$ cat src/msr_pkg.sv
// What this block does
// Select list length wrong: sense 5/1A/00, command block flagged, field pointer 0004.
// Select invalid field or savable bit set: sense 5/26/00, command flag clear.
// Mode sense returns a four-byte header then zero or more pages.
// Block descriptor disable bit ignored; descriptors never emitted.
// Control 0 returns current values: last select, else saved, else defaults; page 3E reads the store, which has no reset, even before any select.
// Control 1 returns changeable bits as ones; code and length stay real.
// Control 2 returns defaults, zero for unsupported parameters.
// Control 3 returns saved values, defaults when nothing was saved; page 3E reads the unreset store even then.
// Codes 1D,1F,22,3D,3E accepted; 3F returns all in ascending order.
// Allocation length zero transfers no data.
// Transfer ends at the smaller of list size and allocation length.
// Header byte 0 holds length minus four, bytes 1-3 zero, pages at 4.
// Element page byte 0 savable bit set, code 1D, length byte 18.
// Element page two-byte address and count fields, transport count 0001, bytes 18-19 zero.
// External data page 3E is a 32-byte store written only by select.
// Capabilities page code 1F, savable clear, length 12 hex.
// Six-byte command, opcode 1A, control byte2[7:6], code byte2[5:0], length byte4.
package msr_pkg;
	// register byte offsets
	localparam logic [5:0] REG_CDB_LO = 6'h00;
	localparam logic [5:0] REG_CDB_HI = 6'h04;
	localparam logic [5:0] REG_CTRL = 6'h08;
	localparam logic [5:0] REG_STATE = 6'h0c;
	localparam logic [5:0] REG_DATA = 6'h10;
	localparam logic [5:0] REG_MSEL_CMD = 6'h14;
	localparam logic [5:0] REG_MSEL_DATA = 6'h18;
	localparam logic [5:0] REG_SENSE = 6'h1c;
	localparam logic [5:0] REG_FIELD_PTR = 6'h20;
	localparam logic [5:0] REG_IRQ_STATUS = 6'h24;
	localparam logic [5:0] REG_IRQ_MASK = 6'h28;
	// interrupt bits
	localparam int IRQ_W = 4;
	localparam int IRQ_SENSE_DONE = 0;
	localparam int IRQ_SEL_ERR = 1;
	localparam int IRQ_SEL_OK = 2;
	localparam int IRQ_CDB_ERR = 3;
	// command fields
	localparam logic [7:0] OPC_MODE_SENSE = 8'h1a;
	localparam logic [5:0] PCODE_ALL = 6'h3f;
	localparam logic [1:0] PCTL_CURRENT = 2'h0;
	localparam logic [1:0] PCTL_CHANGEABLE = 2'h1;
	localparam logic [1:0] PCTL_DEFAULT = 2'h2;
	localparam logic [1:0] PCTL_SAVED = 2'h3;
	// layout
	localparam int NPAGE = 5;
	localparam logic [8:0] HDR_LEN = 9'h004;
	localparam logic [8:0] PAGE_HDR_LEN = 9'h002;
	localparam int EXT_LEN = 32;
	localparam logic [2:0] PG_ELEM = 3'h0;
	localparam logic [2:0] PG_EXT = 3'h4;
	localparam logic [7:0] CFG_PAGE_LEN = 8'h0e;
	localparam logic [15:0] TRANSPORT_COUNT = 16'h0001;
	// sense codes
	localparam logic [3:0] SK_ILLEGAL = 4'h5;
	localparam logic [7:0] ASC_LIST_LEN = 8'h1a;
	localparam logic [7:0] ASC_BAD_PARAM = 8'h26;
	localparam logic [7:0] ASC_BAD_OPCODE = 8'h20;
	localparam logic [7:0] ASC_BAD_CDB = 8'h24;
	localparam logic [7:0] ASCQ_NONE = 8'h00;
	localparam logic [15:0] FP_LIST_LEN = 16'h0004;
	localparam logic [15:0] FP_PAGE_CODE = 16'h0004;
	localparam logic [15:0] FP_PAGE_LEN = 16'h0005;
	localparam logic [15:0] FP_CDB_PAGE = 16'h0002;

	// pages in ascending code order
	function automatic logic [5:0] page_code(input logic [2:0] i);
		case (i)
			3'h0: page_code = 6'h1d;
			3'h1: page_code = 6'h1f;
			3'h2: page_code = 6'h22;
			3'h3: page_code = 6'h3d;
			default: page_code = 6'h3e;
		endcase
	endfunction

	function automatic logic [7:0] page_len(input logic [2:0] i);
		case (i)
			3'h0: page_len = 8'h12;
			3'h1: page_len = 8'h12;
			3'h2: page_len = 8'h52;
			3'h3: page_len = CFG_PAGE_LEN;
			default: page_len = 8'h20;
		endcase
	endfunction

	function automatic logic page_ps(input logic [2:0] i);
		page_ps = (i == 3'h0) || (i == 3'h2) || (i == 3'h3);
	endfunction

	function automatic logic [8:0] page_bytes(input logic [2:0] i);
		page_bytes = {1'b0, page_len(i)} + PAGE_HDR_LEN;
	endfunction
endpackage

$ cat src/msr_ext_if.sv
interface msr_ext_if;
	logic we;
	logic [4:0] waddr;
	logic [7:0] wdata;
	logic [4:0] raddr;
	logic [7:0] rdata;
	modport store(input we, input waddr, input wdata, input raddr, output rdata);
	modport user(output we, output waddr, output wdata, output raddr, input rdata);
endinterface

$ cat src/msr_mode_sense.sv
module msr_mode_sense import msr_pkg::*; #(
	parameter logic [15:0] TRANSPORT_ADDR = 16'h0000,
	parameter logic [15:0] STORAGE_START = 16'h0001,
	parameter logic [15:0] STORAGE_COUNT = 16'h0010,
	parameter logic [15:0] IE_ADDR = 16'h0100,
	parameter logic [15:0] IE_COUNT = 16'h0001,
	parameter logic [15:0] DT_START = 16'h0200,
	parameter logic [15:0] DT_COUNT = 16'h0001
) (
	// clock and reset
	input wire logic clk,
	input wire logic sys_rst,
	// avalon-mm slave
	input wire logic [5:0] avs_address,
	input wire logic avs_read,
	input wire logic avs_write,
	input wire logic [31:0] avs_writedata,
	input wire logic [3:0] avs_byteenable,
	output logic [31:0] avs_readdata,
	output logic avs_waitrequest,
	// interrupt
	output logic irq
);
	msr_ext_if ext();

	// bus slave
	logic wait_reg;
	logic [31:0] rdata_reg;
	logic irq_reg;
	logic req;
	logic acc;
	logic wr_acc;
	logic rd_acc;
	logic [31:0] wmask;

	assign req = avs_read || avs_write;
	assign acc = req && !wait_reg;
	assign wr_acc = acc && avs_write;
	assign rd_acc = acc && avs_read;
	assign wmask = {{8{avs_byteenable[3]}}, {8{avs_byteenable[2]}},
		{8{avs_byteenable[1]}}, {8{avs_byteenable[0]}}};

	// registers
	logic [31:0] cdb_lo_reg;
	logic [15:0] cdb_hi_reg;
	logic busy_reg;
	logic [8:0] pos_reg;
	logic [8:0] total_reg;
	logic [8:0] full_reg;
	logic [NPAGE-1:0] sel_reg;
	logic [1:0] pctl_reg;
	logic [3:0] sk_reg;
	logic cd_reg;
	logic [7:0] asc_reg;
	logic [7:0] ascq_reg;
	logic [15:0] fp_reg;
	logic [IRQ_W-1:0] ist_reg;
	logic [IRQ_W-1:0] imask_reg;
	logic win_reg;
	logic sel_seen_reg;

	// command decode
	logic [7:0] cdb_opc;
	logic [1:0] cdb_pctl;
	logic [5:0] cdb_page;
	logic [7:0] cdb_alloc;
	logic [NPAGE-1:0] sel_next;
	logic [8:0] full_next;
	logic [8:0] total_next;
	logic start;
	logic opc_ok;
	logic page_ok;

	assign cdb_opc = cdb_lo_reg[7:0];
	assign cdb_pctl = cdb_lo_reg[23:22];
	assign cdb_page = cdb_lo_reg[21:16];
	assign cdb_alloc = cdb_hi_reg[7:0];
	// block_descriptor_disable in cdb_lo_reg[11] is never looked at
	assign start = wr_acc && (avs_address == REG_CTRL) && avs_writedata[0] && !busy_reg;
	assign opc_ok = (cdb_opc == OPC_MODE_SENSE);
	assign page_ok = (sel_next != '0);

	always_comb begin
		sel_next = '0;
		full_next = HDR_LEN;
		for (int i = 0; i < NPAGE; i++) begin
			if ((cdb_page == PCODE_ALL) || (cdb_page == page_code(3'(i)))) begin
				sel_next[i] = 1'b1;
				full_next = full_next + page_bytes(3'(i));
			end
		end
	end

	// smaller of list size and allocation length
	assign total_next = (full_next < {1'b0, cdb_alloc}) ? full_next : {1'b0, cdb_alloc};

	// position to page and offset, pages in ascending order
	logic [8:0] rel;
	logic [2:0] cur_pg;
	logic [6:0] cur_off;
	logic found;
	always_comb begin
		rel = pos_reg - HDR_LEN;
		cur_pg = '0;
		cur_off = '0;
		found = 1'b0;
		for (int i = 0; i < NPAGE; i++) begin
			if (!found && sel_reg[i]) begin
				if (rel < page_bytes(3'(i))) begin
					cur_pg = 3'(i);
					cur_off = rel[6:0];
					found = 1'b1;
				end else begin
					rel = rel - page_bytes(3'(i));
				end
			end
		end
	end

	logic [7:0] rom_byte;
	logic [7:0] hdr_byte;
	logic [7:0] out_byte;
	logic last;

	msr_page_rom #(
		.TRANSPORT_ADDR(TRANSPORT_ADDR),
		.STORAGE_START(STORAGE_START),
		.STORAGE_COUNT(STORAGE_COUNT),
		.IE_ADDR(IE_ADDR),
		.IE_COUNT(IE_COUNT),
		.DT_START(DT_START),
		.DT_COUNT(DT_COUNT)
	) u_rom (
		.page_idx(cur_pg),
		.offset(cur_off),
		.pctl(pctl_reg),
		.ext_byte(ext.rdata),
		.data(rom_byte)
	);

	assign ext.raddr = 5'(cur_off - 7'(PAGE_HDR_LEN));
	// header byte 0 is n-3 with n the last byte index of the full list
	assign hdr_byte = (pos_reg == 9'h000) ? 8'(full_reg - HDR_LEN) : 8'h00;
	assign out_byte = (pos_reg < HDR_LEN) ? hdr_byte : rom_byte;
	assign last = (pos_reg == total_reg - 9'h001);

	// mode select parameter check
	logic [7:0] ms_len;
	logic ms_ps;
	logic [5:0] ms_code;
	logic [7:0] ms_plen;
	logic ms_wr;
	logic [2:0] ms_idx;
	logic ms_known;
	logic [8:0] ms_expect;
	logic ms_len_err;
	logic ms_fld_err;

	assign ms_wr = wr_acc && (avs_address == REG_MSEL_CMD);
	assign ms_len = avs_writedata[7:0];
	assign ms_ps = avs_writedata[15];
	assign ms_code = avs_writedata[13:8];
	assign ms_plen = avs_writedata[23:16];

	always_comb begin
		ms_idx = '0;
		ms_known = 1'b0;
		for (int i = 0; i < NPAGE; i++) begin
			if (ms_code == page_code(3'(i))) begin
				ms_idx = 3'(i);
				ms_known = 1'b1;
			end
		end
	end

	assign ms_expect = HDR_LEN + page_bytes(ms_idx);
	assign ms_len_err = ms_known && ({1'b0, ms_len} != ms_expect);
	assign ms_fld_err = !ms_known || ms_ps || (ms_plen != page_len(ms_idx));

	// external data writes, only after an accepted select of that page
	logic ms_dwr;
	assign ms_dwr = wr_acc && (avs_address == REG_MSEL_DATA) && win_reg;
	assign ext.we = ms_dwr;
	assign ext.waddr = avs_writedata[12:8];
	assign ext.wdata = avs_writedata[7:0];

	msr_ext_store u_store (
		.clk(clk),
		.ext(ext.store)
	);

	// data register read pops one byte
	logic pop;
	assign pop = rd_acc && (avs_address == REG_DATA) && busy_reg;

	// interrupt events and read-to-clear
	logic [IRQ_W-1:0] ev;
	logic ist_clr;
	assign ev[IRQ_SENSE_DONE] = (start && opc_ok && page_ok && total_next == 9'h000) ||
		(pop && last);
	assign ev[IRQ_SEL_ERR] = ms_wr && (ms_len_err || ms_fld_err);
	assign ev[IRQ_SEL_OK] = ms_wr && !ms_len_err && !ms_fld_err;
	assign ev[IRQ_CDB_ERR] = start && !(opc_ok && page_ok);
	assign ist_clr = rd_acc && (avs_address == REG_IRQ_STATUS);

	// read mux
	logic [31:0] rmux;
	always_comb begin
		unique case (avs_address)
			REG_CDB_LO: rmux = cdb_lo_reg;
			REG_CDB_HI: rmux = {16'h0000, cdb_hi_reg};
			REG_STATE: rmux = {7'h00, total_reg, 6'h00, pctl_reg, 6'h00, sel_seen_reg, busy_reg};
			REG_DATA: rmux = busy_reg ? {22'h0, last, 1'b1, out_byte} : 32'h00000000;
			REG_SENSE: rmux = {8'h00, ascq_reg, asc_reg, 3'h0, cd_reg, sk_reg};
			REG_FIELD_PTR: rmux = {16'h0000, fp_reg};
			REG_IRQ_STATUS: rmux = {28'h0000000, ist_reg};
			REG_IRQ_MASK: rmux = {28'h0000000, imask_reg};
			default: rmux = 32'h00000000;
		endcase
	end

	// bus handshake: one wait cycle, answer on the next edge
	always_ff @(posedge clk) begin
		if (sys_rst) begin
			wait_reg <= 1'b1;
			rdata_reg <= '0;
		end else begin
			wait_reg <= !(req && wait_reg);
			if (req && wait_reg) begin
				rdata_reg <= avs_read ? rmux : 32'h00000000;
			end
		end
	end

	// command block and bus-written controls
	always_ff @(posedge clk) begin
		if (sys_rst) begin
			cdb_lo_reg <= '0;
			cdb_hi_reg <= '0;
			imask_reg <= '0;
		end else if (wr_acc) begin
			if (avs_address == REG_CDB_LO) begin
				cdb_lo_reg <= (cdb_lo_reg & ~wmask) | (avs_writedata & wmask);
			end
			if (avs_address == REG_CDB_HI) begin
				cdb_hi_reg <= (cdb_hi_reg & ~wmask[15:0]) | (avs_writedata[15:0] & wmask[15:0]);
			end
			if (avs_address == REG_IRQ_MASK && avs_byteenable[0]) begin
				imask_reg <= avs_writedata[IRQ_W-1:0];
			end
		end
	end

	// transfer engine
	always_ff @(posedge clk) begin
		if (sys_rst) begin
			busy_reg <= 1'b0;
			pos_reg <= '0;
			total_reg <= '0;
			full_reg <= '0;
			sel_reg <= '0;
			pctl_reg <= '0;
		end else if (start && opc_ok && page_ok) begin
			busy_reg <= (total_next != 9'h000);
			pos_reg <= '0;
			total_reg <= total_next;
			full_reg <= full_next;
			sel_reg <= sel_next;
			pctl_reg <= cdb_pctl;
		end else if (pop) begin
			pos_reg <= pos_reg + 9'h001;
			busy_reg <= !last;
		end
	end

	// sense data
	always_ff @(posedge clk) begin
		if (sys_rst) begin
			sk_reg <= '0;
			cd_reg <= 1'b0;
			asc_reg <= '0;
			ascq_reg <= '0;
			fp_reg <= '0;
		end else if (ms_wr && ms_len_err) begin
			sk_reg <= SK_ILLEGAL;
			cd_reg <= 1'b1;
			asc_reg <= ASC_LIST_LEN;
			ascq_reg <= ASCQ_NONE;
			fp_reg <= FP_LIST_LEN;
		end else if (ms_wr && ms_fld_err) begin
			sk_reg <= SK_ILLEGAL;
			cd_reg <= 1'b0;
			asc_reg <= ASC_BAD_PARAM;
			ascq_reg <= ASCQ_NONE;
			fp_reg <= (ms_ps || !ms_known) ? FP_PAGE_CODE : FP_PAGE_LEN;
		end else if (start && !(opc_ok && page_ok)) begin
			sk_reg <= SK_ILLEGAL;
			cd_reg <= 1'b1;
			asc_reg <= opc_ok ? ASC_BAD_CDB : ASC_BAD_OPCODE;
			ascq_reg <= ASCQ_NONE;
			fp_reg <= opc_ok ? FP_CDB_PAGE : 16'h0000;
		end else if (start || ms_wr) begin
			sk_reg <= '0;
			cd_reg <= 1'b0;
			asc_reg <= '0;
			ascq_reg <= '0;
			fp_reg <= '0;
		end
	end

	// select window and history
	always_ff @(posedge clk) begin
		if (sys_rst) begin
			win_reg <= 1'b0;
			sel_seen_reg <= 1'b0;
		end else if (ms_wr) begin
			win_reg <= !ms_len_err && !ms_fld_err && (ms_idx == PG_EXT);
			sel_seen_reg <= sel_seen_reg || (!ms_len_err && !ms_fld_err);
		end else if (ms_dwr && ext.waddr == 5'(EXT_LEN - 1)) begin
			win_reg <= 1'b0;
		end
	end

	// read-clear drops only the bits the read returned, so no event is lost
	logic [IRQ_W-1:0] ist_kept;
	logic [IRQ_W-1:0] imask_next;
	assign ist_kept = ist_clr ? (ist_reg & ~rdata_reg[IRQ_W-1:0]) : ist_reg;
	// irq follows a mask write at the same edge
	assign imask_next = (wr_acc && (avs_address == REG_IRQ_MASK) && avs_byteenable[0]) ?
		avs_writedata[IRQ_W-1:0] : imask_reg;

	// sticky status, set wins over read-clear
	always_ff @(posedge clk) begin
		if (sys_rst) begin
			ist_reg <= '0;
			irq_reg <= 1'b0;
		end else begin
			ist_reg <= ist_kept | ev;
			irq_reg <= |((ist_kept | ev) & imask_next);
		end
	end

	assign avs_waitrequest = wait_reg;
	assign avs_readdata = rdata_reg;
	assign irq = irq_reg;
endmodule

$ cat src/msr_ext_store.sv
module msr_ext_store import msr_pkg::*; #(
	parameter int DEPTH = EXT_LEN
) (
	// clock
	input wire logic clk,
	// store access
	msr_ext_if.store ext
);
	logic [7:0] mem [DEPTH];

	always_ff @(posedge clk) begin
		if (ext.we) begin
			mem[ext.waddr] <= ext.wdata;
		end
	end

	assign ext.rdata = mem[ext.raddr];
endmodule

$ cat src/msr_page_rom.sv
module msr_page_rom import msr_pkg::*; #(
	parameter logic [15:0] TRANSPORT_ADDR = 16'h0000,
	parameter logic [15:0] STORAGE_START = 16'h0001,
	parameter logic [15:0] STORAGE_COUNT = 16'h0010,
	parameter logic [15:0] IE_ADDR = 16'h0100,
	parameter logic [15:0] IE_COUNT = 16'h0001,
	parameter logic [15:0] DT_START = 16'h0200,
	parameter logic [15:0] DT_COUNT = 16'h0001
) (
	// byte select
	input wire logic [2:0] page_idx,
	input wire logic [6:0] offset,
	input wire logic [1:0] pctl,
	// external store byte
	input wire logic [7:0] ext_byte,
	// result
	output logic [7:0] data
);
	logic [15:0] elem_word;
	logic [7:0] elem_byte;
	logic [7:0] ext_val;
	logic [7:0] body;

	// element address fields, big endian
	always_comb begin
		case (offset[6:1])
			6'h01: elem_word = TRANSPORT_ADDR;
			6'h02: elem_word = TRANSPORT_COUNT;
			6'h03: elem_word = STORAGE_START;
			6'h04: elem_word = STORAGE_COUNT;
			6'h05: elem_word = IE_ADDR;
			6'h06: elem_word = IE_COUNT;
			6'h07: elem_word = DT_START;
			6'h08: elem_word = DT_COUNT;
			default: elem_word = 16'h0000;
		endcase
	end

	assign elem_byte = offset[0] ? elem_word[7:0] : elem_word[15:8];
	// external page: all bits changeable, default zero, current equals saved
	assign ext_val = (pctl == PCTL_CHANGEABLE) ? 8'hff :
		(pctl == PCTL_DEFAULT) ? 8'h00 : ext_byte;
	// element page fields are fixed: none changeable, saved equals default
	assign body = (page_idx == PG_ELEM) ? ((pctl == PCTL_CHANGEABLE) ? 8'h00 : elem_byte) :
		(page_idx == PG_EXT) ? ext_val : 8'h00;
	assign data = (offset == 7'h00) ? {page_ps(page_idx), 1'b0, page_code(page_idx)} :
		(offset == 7'h01) ? page_len(page_idx) : body;
endmodule

$ cat config.mk
export PLATFORM = sky130hd
export DESIGN_NAME = msr_mode_sense
export DESIGN_NICKNAME = d
export VERILOG_FILES = /design/src/msr_pkg.sv /design/src/msr_ext_if.sv /design/src/msr_mode_sense.sv /design/src/msr_ext_store.sv /design/src/msr_page_rom.sv
export SDC_FILE = /design/constraint.sdc
export NUM_CORES = 1
export LEC_CHECK = 0
export ABC_AREA = 1
export BUFFER_PORTS_ARGS = -buffer_cell sky130_fd_sc_hd__buf_2
export CAP_MARGIN = 10
export CORE_ASPECT_RATIO = 1.5
export CORE_MARGIN = 1.5
export CORE_UTILIZATION = 62
export DETAILED_ROUTE_END_ITERATION = 7
export PLACE_DENSITY = 0.8
export REMOVE_ABC_BUFFERS = 1
export SLEW_MARGIN = 5
export SYNTH_ARGS = -nofsm -noshare
export SYNTH_HDL_FRONTEND = slang
export SYNTH_HIERARCHICAL = 1
export SYNTH_SLANG_ARGS = --single-unit
$ cat constraint.sdc
create_clock -name clk -period 7.25 [get_ports clk]
set_clock_uncertainty 0.15 [all_clocks]
set_input_delay 1.0875 -clock clk [delete_from_list [all_inputs] [get_ports clk]]
set_output_delay 1.0875 -clock clk [all_outputs]
set_load 0.005 [all_outputs]
# ---- Word-level counts from Yosys, hierarchy flattened
# Memory sizes are Yosys's and may differ from the RTL's.
# Cells that the tools add are included.
# W data, S select, Z words.
dict set report word_totals {
  memories 2
  mem_bits_rw 256
  inputBits 46
  mem_bits_ro 64
  output_inout_bits 34
  ff_bits 153
  word_cells 310
}
dict set report op_classes {
  mux 116
  magnitude_cmp 7
  add_sub_neg 30
  n_eq_ne 37
  n_reduce_logical 84
  bitwise_logic 12
}
# memory words word_bits read_ports rd_ports_with_merged_regs write_ports line
set memory_table {}
lappend memory_table {u_store.mem 32 8 1 0 1 msr_ext_store.sv:9} ;# logic [7:0] mem [DEPTH];
lappend memory_table {{(no name shown)} 16 4 1 0 0 msr_page_rom.sv:26} ;# case (offset[6:1])
# cell count
set ops {}
lappend ops {{$pmux W32 S8} 1}
lappend ops {{$mux W8} 30}
lappend ops {{$add A8 B2 Y9 const B} 15}
lappend ops {{$mux W9} 14}
lappend ops {{$mux W7} 10}
lappend ops {{$and A32 B32 Y32} 2}
lappend ops {{$mux W16} 4}
lappend ops {{$eq A6 B6 Y1 const B} 10}
lappend ops {{$eq A6 B5 Y1 const B} 8}
lappend ops {{$lt A9 B9 Y1} 5}
lappend ops {{$mux W3} 15}
lappend ops {{$pmux W7 S3} 2}
lappend ops {{$add A9 B9 Y9} 4}
lappend ops {{$sub A9 B9 Y9} 4}
lappend ops {{$logic_and A1 B1 Y1} 35}
lappend ops {{$and A16 B16 Y16} 2}
lappend ops {{$mux W1} 32}
lappend ops {{$mux W32} 1}
lappend ops {{$not A32 Y32} 1}
lappend ops {{$or A32 B32 Y32} 1}
lappend ops {{$pmux W6 S4} 1}
lappend ops {{$add A3 B9 Y9 const A} 2}
lappend ops {{$logic_not A9 Y1} 2}
lappend ops {{$not A16 Y16} 1}
lappend ops {{other kinds (44)} 84}

# ---- Longest topological paths before layout
# Gate-level depths: netlist of the first run.
# An unclocked memory read counts as a cell.
dict set report logic_depth {
  depth_word 45
  ltp_mapped 63
}

# ---- Cells and area by module
# The synthesis of the first run kept the hierarchy.
# module seq_area_each_um2 area_each_um2 n_inst cells_per_inst
set modules_own_cells {}
lappend modules_own_cells {msr_ext_store 7687.4 10627.7 1 914}
lappend modules_own_cells {msr_mode_sense 2642.5 8222.9 1 1228}
lappend modules_own_cells {msr_page_rom 0.0 360.3 1 80}

# ---- Worst setup path after synthesis of the first run
# No wires, ideal clock.
dict set report synth_path {
  kind {register to register}
  startpoint {register pos_reg[2]}
  endpoint {register rdata_reg[3], in the netlist avs_readdata[3]}
  path_buffers 2
  setup_slack_ns 0.929
  period_less_slack_ns 6.321
  arrival_time_ns 6.039
  path_stages_with_launch 55
  path_cell_list {dfxtp_1 > inv_2 > ha_1 > nand2_1 > nand3_1 > nand3_1 > nor2_4 > nand2_4 > nand2_2 > nand2_1 > nand2_1 > inv_1 > ha_1 > nor2_1 > nor2_1 > nand2_1 > nand2_2 > nand2_1 > [19 not listed] > a21oi_1 > inv_2 > buf_6 > buf_6 > nand2_1 > nand3_1 > nand3_1 > nand2_1 > nand2_1 > nand2_1 > nand2_1 > nand2_1 > o21ai_0 > nand2_1 > o211ai_1 > o221ai_1 > o21ai_0 > a21oi_1}
}
dict set report synth_via {
  elab_chain_len 28
  elab_cells_between_ends 79
  classes_between {6 x add/sub; 6 x order compare; 5 x eq/ne; 49 x mux; 12 x reduce/logical; 1 x memory}
}
# element line
set synth_rtl {}
lappend synth_rtl {{start, declared} msr_mode_sense.sv:47} ;# logic [8:0] pos_reg;
lappend synth_rtl {{start signal, assigned} msr_mode_sense.sv:271} ;# pos_reg <= pos_reg + 9'h001;
lappend synth_rtl {{$sub A9 B3 Y9 (*)} msr_mode_sense.sv:103} ;# rel = pos_reg - HDR_LEN;
lappend synth_rtl {{$sub A9 B9 Y9 / $lt A9 B9 Y1 (equally long branches)} {msr_mode_sense.sv:114, msr_mode_sense.sv:109}}
lappend synth_rtl {{$mux W9 / $mux W1 (equally long branches)} msr_mode_sense.sv:109} ;# if (rel < page_bytes(3'(i))) begin
lappend synth_rtl {{$mux W9 / $mux W1 (equally long branches)} msr_mode_sense.sv:108} ;# if (!found && sel_reg[i]) begin
lappend synth_rtl {{$sub A9 B9 Y9 (tied with other cells)} msr_mode_sense.sv:114} ;# rel = rel - page_bytes(3'(i));
lappend synth_rtl {{$mux W9 (tied with other cells)} msr_mode_sense.sv:109}
lappend synth_rtl {{$mux W9 / $mux W1 (equally long branches)} msr_mode_sense.sv:108}
lappend synth_rtl {{$sub A9 B9 Y9 (tied with other cells)} msr_mode_sense.sv:114}
lappend synth_rtl {{[8 not listed]} --}
lappend synth_rtl {{net cur_off[0]} msr_mode_sense.sv:100} ;# logic [6:0] cur_off;
lappend synth_rtl {{[2 not listed]} --}
lappend synth_rtl {{net ext.rdata[3]} msr_ext_if.sv:6} ;# logic [7:0] rdata;
lappend synth_rtl {{[3 not listed]} --}
lappend synth_rtl {{$mux W8 (*)} msr_page_rom.sv:44} ;# assign body = (page_idx == PG_ELEM) ? ((pctl == PCTL_CHANGEABLE) ? 8'h00 : elem_byte) :
lappend synth_rtl {{$mux W8 (*)} msr_page_rom.sv:47} ;# (offset == 7'h01) ? page_len(page_idx) : body;
lappend synth_rtl {{$mux W8 (*)} msr_page_rom.sv:46} ;# assign data = (offset == 7'h00) ? {page_ps(page_idx), 1'b0, page_code(page_idx)} :
lappend synth_rtl {{net rom_byte[3]} msr_mode_sense.sv:120} ;# logic [7:0] rom_byte;
lappend synth_rtl {{$mux W8 (*)} msr_mode_sense.sv:144} ;# assign out_byte = (pos_reg < HDR_LEN) ? hdr_byte : rom_byte;
lappend synth_rtl {{$mux W10 (*)} msr_mode_sense.sv:213} ;# REG_DATA: rmux = busy_reg ? {22'h0, last, 1'b1, out_byte} : 32'h00000000;
lappend synth_rtl {{$pmux W32 S8 (*)} msr_mode_sense.sv:209} ;# unique case (avs_address)
lappend synth_rtl {{$mux W32 (*)} msr_mode_sense.sv:230} ;# rdata_reg <= avs_read ? rmux : 32'h00000000;
lappend synth_rtl {{end signal, assigned} msr_mode_sense.sv:230}
lappend synth_rtl {{end, declared} msr_mode_sense.sv:28} ;# logic [31:0] rdata_reg;
# Mark *: on every way through the listed nets, which the timed path passes. The rest lies on a longest branch.
# A chain may end at the register's enable or synchronous reset.

# ---- Worst setup path in the final report of the first run
dict set report layout_path {
  startpoint {register pos_reg[3]}
  endpoint {register rdata_reg[3], in the netlist avs_readdata[3]}
}
dict set report layout_via {
  elab_chain_len 28
  elab_cells_between_ends 79
  classes_between {6 x add/sub; 6 x order compare; 5 x eq/ne; 49 x mux; 12 x reduce/logical; 1 x memory}
}
# element line
set layout_rtl {}
lappend layout_rtl {{$sub A9 B3 Y9 (*)} msr_mode_sense.sv:103}
lappend layout_rtl {{$sub A9 B9 Y9 / $lt A9 B9 Y1 (equally long branches)} {msr_mode_sense.sv:114, msr_mode_sense.sv:109}}
lappend layout_rtl {{$mux W9 / $mux W1 (equally long branches)} msr_mode_sense.sv:109}
lappend layout_rtl {{$mux W9 / $mux W1 (equally long branches)} msr_mode_sense.sv:108}
lappend layout_rtl {{$sub A9 B9 Y9 (tied with other cells)} msr_mode_sense.sv:114}
lappend layout_rtl {{$mux W9 (tied with other cells)} msr_mode_sense.sv:109}
lappend layout_rtl {{$mux W9 / $mux W1 (equally long branches)} msr_mode_sense.sv:108}
lappend layout_rtl {{$sub A9 B9 Y9 (tied with other cells)} msr_mode_sense.sv:114}
lappend layout_rtl {{[9 not listed]} --}
lappend layout_rtl {{net ext.raddr[1]} msr_ext_if.sv:5} ;# logic [4:0] raddr;
lappend layout_rtl {{[1 not listed]} --}
lappend layout_rtl {{net ext.rdata[3]} msr_ext_if.sv:6}
lappend layout_rtl {{[3 not listed]} --}
lappend layout_rtl {{$mux W8 (*)} msr_page_rom.sv:44}
lappend layout_rtl {{$mux W8 (*)} msr_page_rom.sv:47}
lappend layout_rtl {{$mux W8 (*)} msr_page_rom.sv:46}
lappend layout_rtl {{net rom_byte[3]} msr_mode_sense.sv:120}
lappend layout_rtl {{$mux W8 (*)} msr_mode_sense.sv:144}
lappend layout_rtl {{$mux W10 (*)} msr_mode_sense.sv:213}
lappend layout_rtl {{$pmux W32 S8 (*)} msr_mode_sense.sv:209}
lappend layout_rtl {{$mux W32 (*)} msr_mode_sense.sv:230}
# Marks and branches as above.

==> key figures, run 1 <==
Outcome
  • Outcome: finished clean

Critical path
  • Buf+Inv Stages, Crit Path: 9
  • Reg2Reg Capture Point: avs_readdata[3]
  • CP max-delay cell: dfxtp_2
  • WP depth: 54
  • CP endpoint kind: flip-flop
  • CP required: 7.49 ns
  • CP arrival: 7.03 ns
  • Worst setup SP type: flip-flop
  • Crit path max-delay family: simple AND/OR/NAND/NOR gates
  • Reg-to-Reg Start: pos_reg[3]
  • Worst R2R Path Depth: 54
  • CP Class: flip-flop to flip-flop
  • CP most frequent cell: nand2_1
  • CP endpoint: avs_readdata[3]
  • Critical Path Fanout Max: 32
  • R2R Setup Slk: 0.46 ns
  • CP startpoint: pos_reg[3]
  • Largest stage delay, worst path: 0.36 ns

CTS
  • Htree depth: 2
  • Clock Tree Buf Depth: 3
  • CTS Buf Count: 36
  • CTS root buffer: clkbuf_16
  • Clock Sinks: 388
  • Clock transition at path regs: 0.07 ns
  • Worst-Skew Late Latency: 0.56 ns
  • TritonCTS clock tree: built
  • Cts hold-fix bufs: 0

Final layout
  • Fillers: 2292
  • Layout net count: 2365
  • Non-Filler Instances: 2710
  • P&R area growth vs syn: 10.3%
  • Layout cells sized above 1: 11.5%
  • Diode count: 0

Die
  • Core area: 30400 sq um
  • Chip height: 219 um
  • Initial Utilization: 63.3%
  • Row count: 78
  • Die area: 32100 sq um
  • I/O Pins: 80
  • Horiz. Die Dim: 147 um

Route
  • Post-Route WL: 50.7 mm
  • Routed len/inst: 18.7 um
  • Initial DRC count: 1368
  • DR pass1 iterations: 5
  • Residual DRC: 0
  • Vias/cell: 5.89
  • Via count: 16.0k
  • Detail Route Antenna Nets: 0

Placed design
  • Post-place setup slack: 0.168 ns
  • # placed instances: 2640
  • Port Buffers: 79
  • Placer Congestion: 1.01
  • Hpwl dp: 34.8 mm

Logic synthesis
  • Synth Area in Simple Gates: 27.7%
  • Ys Warns: 6
  • Top-area cell type share of the netlist area: 40.0%
  • Synth Instances: 2222
  • Synth cell count leaders: nand2_1, nand3_1, edfxtp_1
  • Syn Area/Cell: 8.65 sq um
  • Largest cells by area after synthesis: edfxtp_1, dfxtp_1, nand2_1, nand3_1, inv_1
  • Most frequent cell after synthesis: nand2_1
  • Number of distinct library cells after synthesis: 57
  • Yosys reg bits: 388
  • XOR/XNOR Fraction of Synth Area: 1.05%
  • Mapped cell area: 19200 sq um
  • Post-synthesis compound-gate area fraction: 8.30%
  • Largest family of logic cells by synthesized area: simple AND/OR/NAND/NOR gates
  • Multiplexer share of the synthesized area: 0.0521%
  • Post-synth ARST share: 0%
  • Ys flop type: edfxtp_1
  • Yosys top cell by area: edfxtp_1
  • EDFF count, synth: 256
  • Sequential share of the synthesized area: 53.8%
  • Synth Area in Adders: 2.34%

STA
  • Worst-Margin Slew: 1.03 ns
  • Final worst path period share: 93.6%
  • Worst rel slew slack: 31.3%
  • FMAX: 147 MHz
  • RSZ-0062 raised after global routing: yes
  • Fin. max-slew vios: 0
  • Final hold viol count: 0
  • Setup-failing EPs final: 0
  • Worst Setup Slack, final: 0.461 ns
  • Min Tclk post-route: 6.79 ns

Global routing
  • Vias in the first global route: 15.5k
  • First-pass GRT wire length: 80.1 mm
  • Largest net degree at the start of global routing: 78
  • Congestion Overflow GR: 0
  • Tot GR Track Use: 31.7%
  • Initial antenna violation count: 0

Power and ir drop
  • Worst vdd ir: 0.184 mV
  • Pwr Density: 208 nW/um^2
  • Leak Pwr: 8.51 nW

Worst hold path
  • Min-delay src: avs_readdata[15]
  • Hold WC Path Type: flip-flop to flip-flop

Job
  • Number of max-cap violations: 0
[placed cells by master (no fill, tap or decap), types with 11 or more instances in the layout]
cell / instances
a211oi_1: 11
a21oi_1: 76
a22oi_1: 17
buf_2: 79
buf_4: 20
clkbuf_16: 36
dfxtp_1: 130
edfxtp_1: 256
ha_1: 32
inv_1: 190
inv_2: 12
nand2_1: 632
nand2_2: 31
nand3_1: 278
nand4_1: 21
nor2_1: 184
nor3_1: 16
o21ai_0: 87
o22ai_1: 27
xor2_1: 20
[tightest hold or removal path: stages, from the launching register on]
cell	delay (ns)
dfxtp_1	0.31
nand2_1	0.06
a21oi_1	0.05
[cell type report]
class / instances / area (sq um) / area share, %
repair buffers: 106 / 684 / 3.23
well taps: 400 / 500 / 2.36
clock buffers: 50 / 1020 / 4.83
flip-flops and latches: 388 / 10300 / 48.8
clock inverters: 15 / 193 / 0.909
multi-input cells: 1543 / 7670 / 36.2
inverters: 208 / 787 / 3.71
[routing by layer]
| layer | wire length (um) | track usage (%) | share of wire (%) |
|---|---|---|---|
| met1 | 18400 | 36.2 | 36 |
| met3 | 2920 | 3.49 | 5.8 |
| met4 | 3080 | 18.0 | 6.1 |
| met2 | 26400 | 57.5 | 52 |
| met5 | 0 | 0 | 0 |
[report_power, final]
group	internal (W)	switching [W]
combinational	0.0000202	0.0000775
clock	0.00111	0.000845
sequential	0.00235	0.000000779
total	0.00348	0.000923
[cells by family (layout without fill, tap and decap cells)]
family	Yosys count	in the layout
xor+xnor	23	23
simple gates	1216	1216
compound gates	267	267
mux	1	1
buf+inv	291	379
flops	388	388
fa+ha+maj	36	36
[what timing repair did]
action                                  CTS  global route
resized for setup                         0            30
buffers inserted                          0             5
endpoints found under the setup margin    0             8
[how the worst min path moves through the flow]
stage / slack [ns] / cells after the start / end
finish: 0.31 / 2 / avs_readdata[15]
CTS: 0.32 / 2 / avs_readdata[15]
global route: 0.33 / 2 / avs_readdata[21]
detailed placement: 0.31 / 2 / avs_readdata[15]
floorplan: 0.29 / 2 / total_reg[8]
global placement: 0.30 / 2 / avs_readdata[15]
[metrics by stage]
| stage | util (%) | TNS, ns | hold slack, ns | area, sq um | total power, W |
|---|---|---|---|---|---|
| global route | 69.8 | -0.281 | 0.331 | 21200 | 0.00451 |
| detailed placement | 65.4 | 0 | 0.305 | 19800 | 0.00250 |
| global placement | 65.4 | 0 | 0.301 | 19800 | 0.00250 |
| finish | 69.8 | 0 | 0.311 | 21200 | 0.00441 |
| CTS | 69.4 | 0 | 0.316 | 21100 | 0.00442 |
| floorplan | - | -46.69 | 0.286 | 18700 | 0.00243 |
Power figures use the tool's default switching activity.
==> run 2: changes to the inputs <==
Settings changed: SETUP_SLACK_MARGIN set to 0.5.
==> run 2 against run 1 <==
  * Die area is the same
  * Worst hold slack about the same
  * Critical path type unchanged
  * Core utilization is 3.2 points higher
  * Critical endpoint is now avs_readdata[0]
==> key figures, run 2 (synthesized netlist as in run 1, its figures left out) <==
Global routing
  • M2 GR Usage: 57.6%
  • Busiest grt layer: met2
  • Largest net degree at the start of global routing: 78
  • Vias in the first global route: 15.6k
  • First-pass GRT wire length: 80.4 mm
  • Tot GR Track Use: 31.8%
  • Initial antenna violation count: 0
  • Congestion Overflow GR: 0
  • Routing usage on met1: 36.3%
  • Met3 Use GR: 3.51%

Final layout
  • P&R area growth vs syn: 15.3%
  • Non-Filler Instances: 2749
  • Area of the multi-input gates: 7920 sq um
  • Fillers: 2120
  • Final Cell Area: 22200 sq um
  • Layout cells sized above 1: 15.3%
  • Commonest non-fill, non-tap cell in the layout: nand2_1
  • Most frequent cells in the layout: nand2_1, nand3_1, edfxtp_1
  • Diode count: 0
  • Layout net count: 2404
  • FF/Latch Area: 10300 sq um

Route
  • Detail Route Antenna Nets: 0
  • Residual DRC: 0
  • Routed len/inst: 20.8 um
  • DR pass1 iterations: 8
  • Via count: 16.9k
  • Vias/cell: 6.16
  • Initial DRC count: 1768
  • Post-Route WL: 57.2 mm

STA
  • Final hold viol count: 0
  • Fin. max-slew vios: 0
  • FMAX: 152 MHz
  • RSZ-0062 raised after global routing: yes
  • Final worst path period share: 90.6%
  • Fin Setup TNS: 0 ns
  • Worst-Margin Slew: 1.05 ns
  • Worst rel slew slack: 30.1%
  • Min Tclk post-route: 6.57 ns
  • Setup-failing EPs final: 0

Die
  • Chip height: 219 um
  • I/O Pins: 80
  • Core area: 30400 sq um
  • Row count: 78
  • Die area: 32100 sq um
  • Initial Utilization: 63.3%
  • Horiz. Die Dim: 147 um

Power and ir drop
  • Leak Pwr: 8.95 nW
  • Worst vdd ir: 0.184 mV
  • Pwr Density: 199 nW/um^2

Placed design
  • Dpl cell area: 19800 sq um
  • Port Buffers: 79
  • # placed instances: 2640
  • Hpwl dp: 34.8 mm
  • Placer Congestion: 1.01

CTS
  • Htree depth: 2
  • Worst-Skew Late Latency: 0.56 ns
  • Clock Sinks: 388
  • Clock transition at path regs: 0.07 ns
  • TritonCTS clock tree: built
  • CTS Buf Count: 36
  • CTS root buffer: clkbuf_16
  • Clock Tree Buf Depth: 3

Critical path
  • CP arrival: 6.90 ns
  • Worst setup SP type: flip-flop
  • Critical Path Fanout Max: 19
  • CP endpoint kind: flip-flop
  • CP max-delay cell: dfxtp_4
  • CP most frequent cell: nand2_2
  • CP required: 7.58 ns
  • Largest stage delay, worst path: 0.39 ns
  • CP Class: flip-flop to flip-flop

Worst hold path
  • Hold WC Path Type: flip-flop to flip-flop

Outcome
  • Outcome: finished clean

Job
  • Number of max-cap violations: 0
[run 2: cell count changes in the layout (fill, tap and decap cells not counted), moves of 4 or more]
cell and delta:
buf_12 +5, buf_4 +11, buf_6 +4, clkbuf_16 +14, inv_1 -7, nand2_1 -17
nand2_2 +14, nand3_1 -20, nand3_2 +20, nor2_4 +4, o21ai_0 -5
[run 2: final timing paths]
check | startpoint | end | slack [ns] | cells after the start
setup / recovery | pos_reg[3] | avs_readdata[0] | 0.68 | 59
setup reg to reg | pos_reg[3] | avs_readdata[0] | 0.68 | 59
hold / removal | avs_readdata[15] | avs_readdata[15] | 0.31 | 2
hold reg to reg | avs_readdata[15] | avs_readdata[15] | 0.31 | 2
[run 2: repair_timing]
action / in CTS / in global routing
gates cloned: 0 / 19
endpoints found under the setup margin: 8 / 8
hold buffers: 0 / 0
pin swaps: 7 / 52
setup buffers: 6 / 19
resized for setup: 21 / 104
endpoints found under the hold margin: 0 / 0
[run 2: stage by stage]
stage                     total power [W]  setup WS [ns]  hold slack, ns  utilization [%]
after global routing              0.00452          0.328           0.331             73.0
after detailed placement          0.00250          0.168           0.305             65.4
after CTS                         0.00442          0.525           0.316             69.8
final                             0.00442          0.681           0.311             73.0
after global placement            0.00250          0.431           0.301             65.4
after floorplan                   0.00243          -5.93           0.286                -
[run 2: metal layers]
layer  vias to the layer above  part of all wire (%)  wire, um
li1                       7693                     -         -
met1                      7957                    34     19300
met2                       990                    52     29600
met3                       296                   7.4      4240
met4                         0                   7.2      4100
met5                         -                     0         0
[run 2: power breakdown]
part | leakage, nW | switching, W | internal [W]
registers | 3.36 | 0.000000781 | 0.00235
logic | 4.99 | 0.0000786 | 0.0000202
clock network | 0.594 | 0.000857 | 0.00111
[run 2: critical path, delay by kind of cell, from the launching register on]
kind,cells,cell delay [ns]
AOI/OAI and AO/OA,3,0.51
adders and majority gates,3,0.78
buffers and inverters,8,0.79
DFF,1,0.39
and+or+nand+nor,45,3.87
[run 2: cell type report]
class | count | share of cell area [%]
Clock buffer | 50 | 4.62
Clock inverter | 15 | 0.870
Multi-Input combinational cell | 1543 | 35.7
Tap cell | 400 | 2.26
Timing Repair Buffer | 145 | 6.21
Sequential cell | 388 | 46.7
Inverter | 208 | 3.66
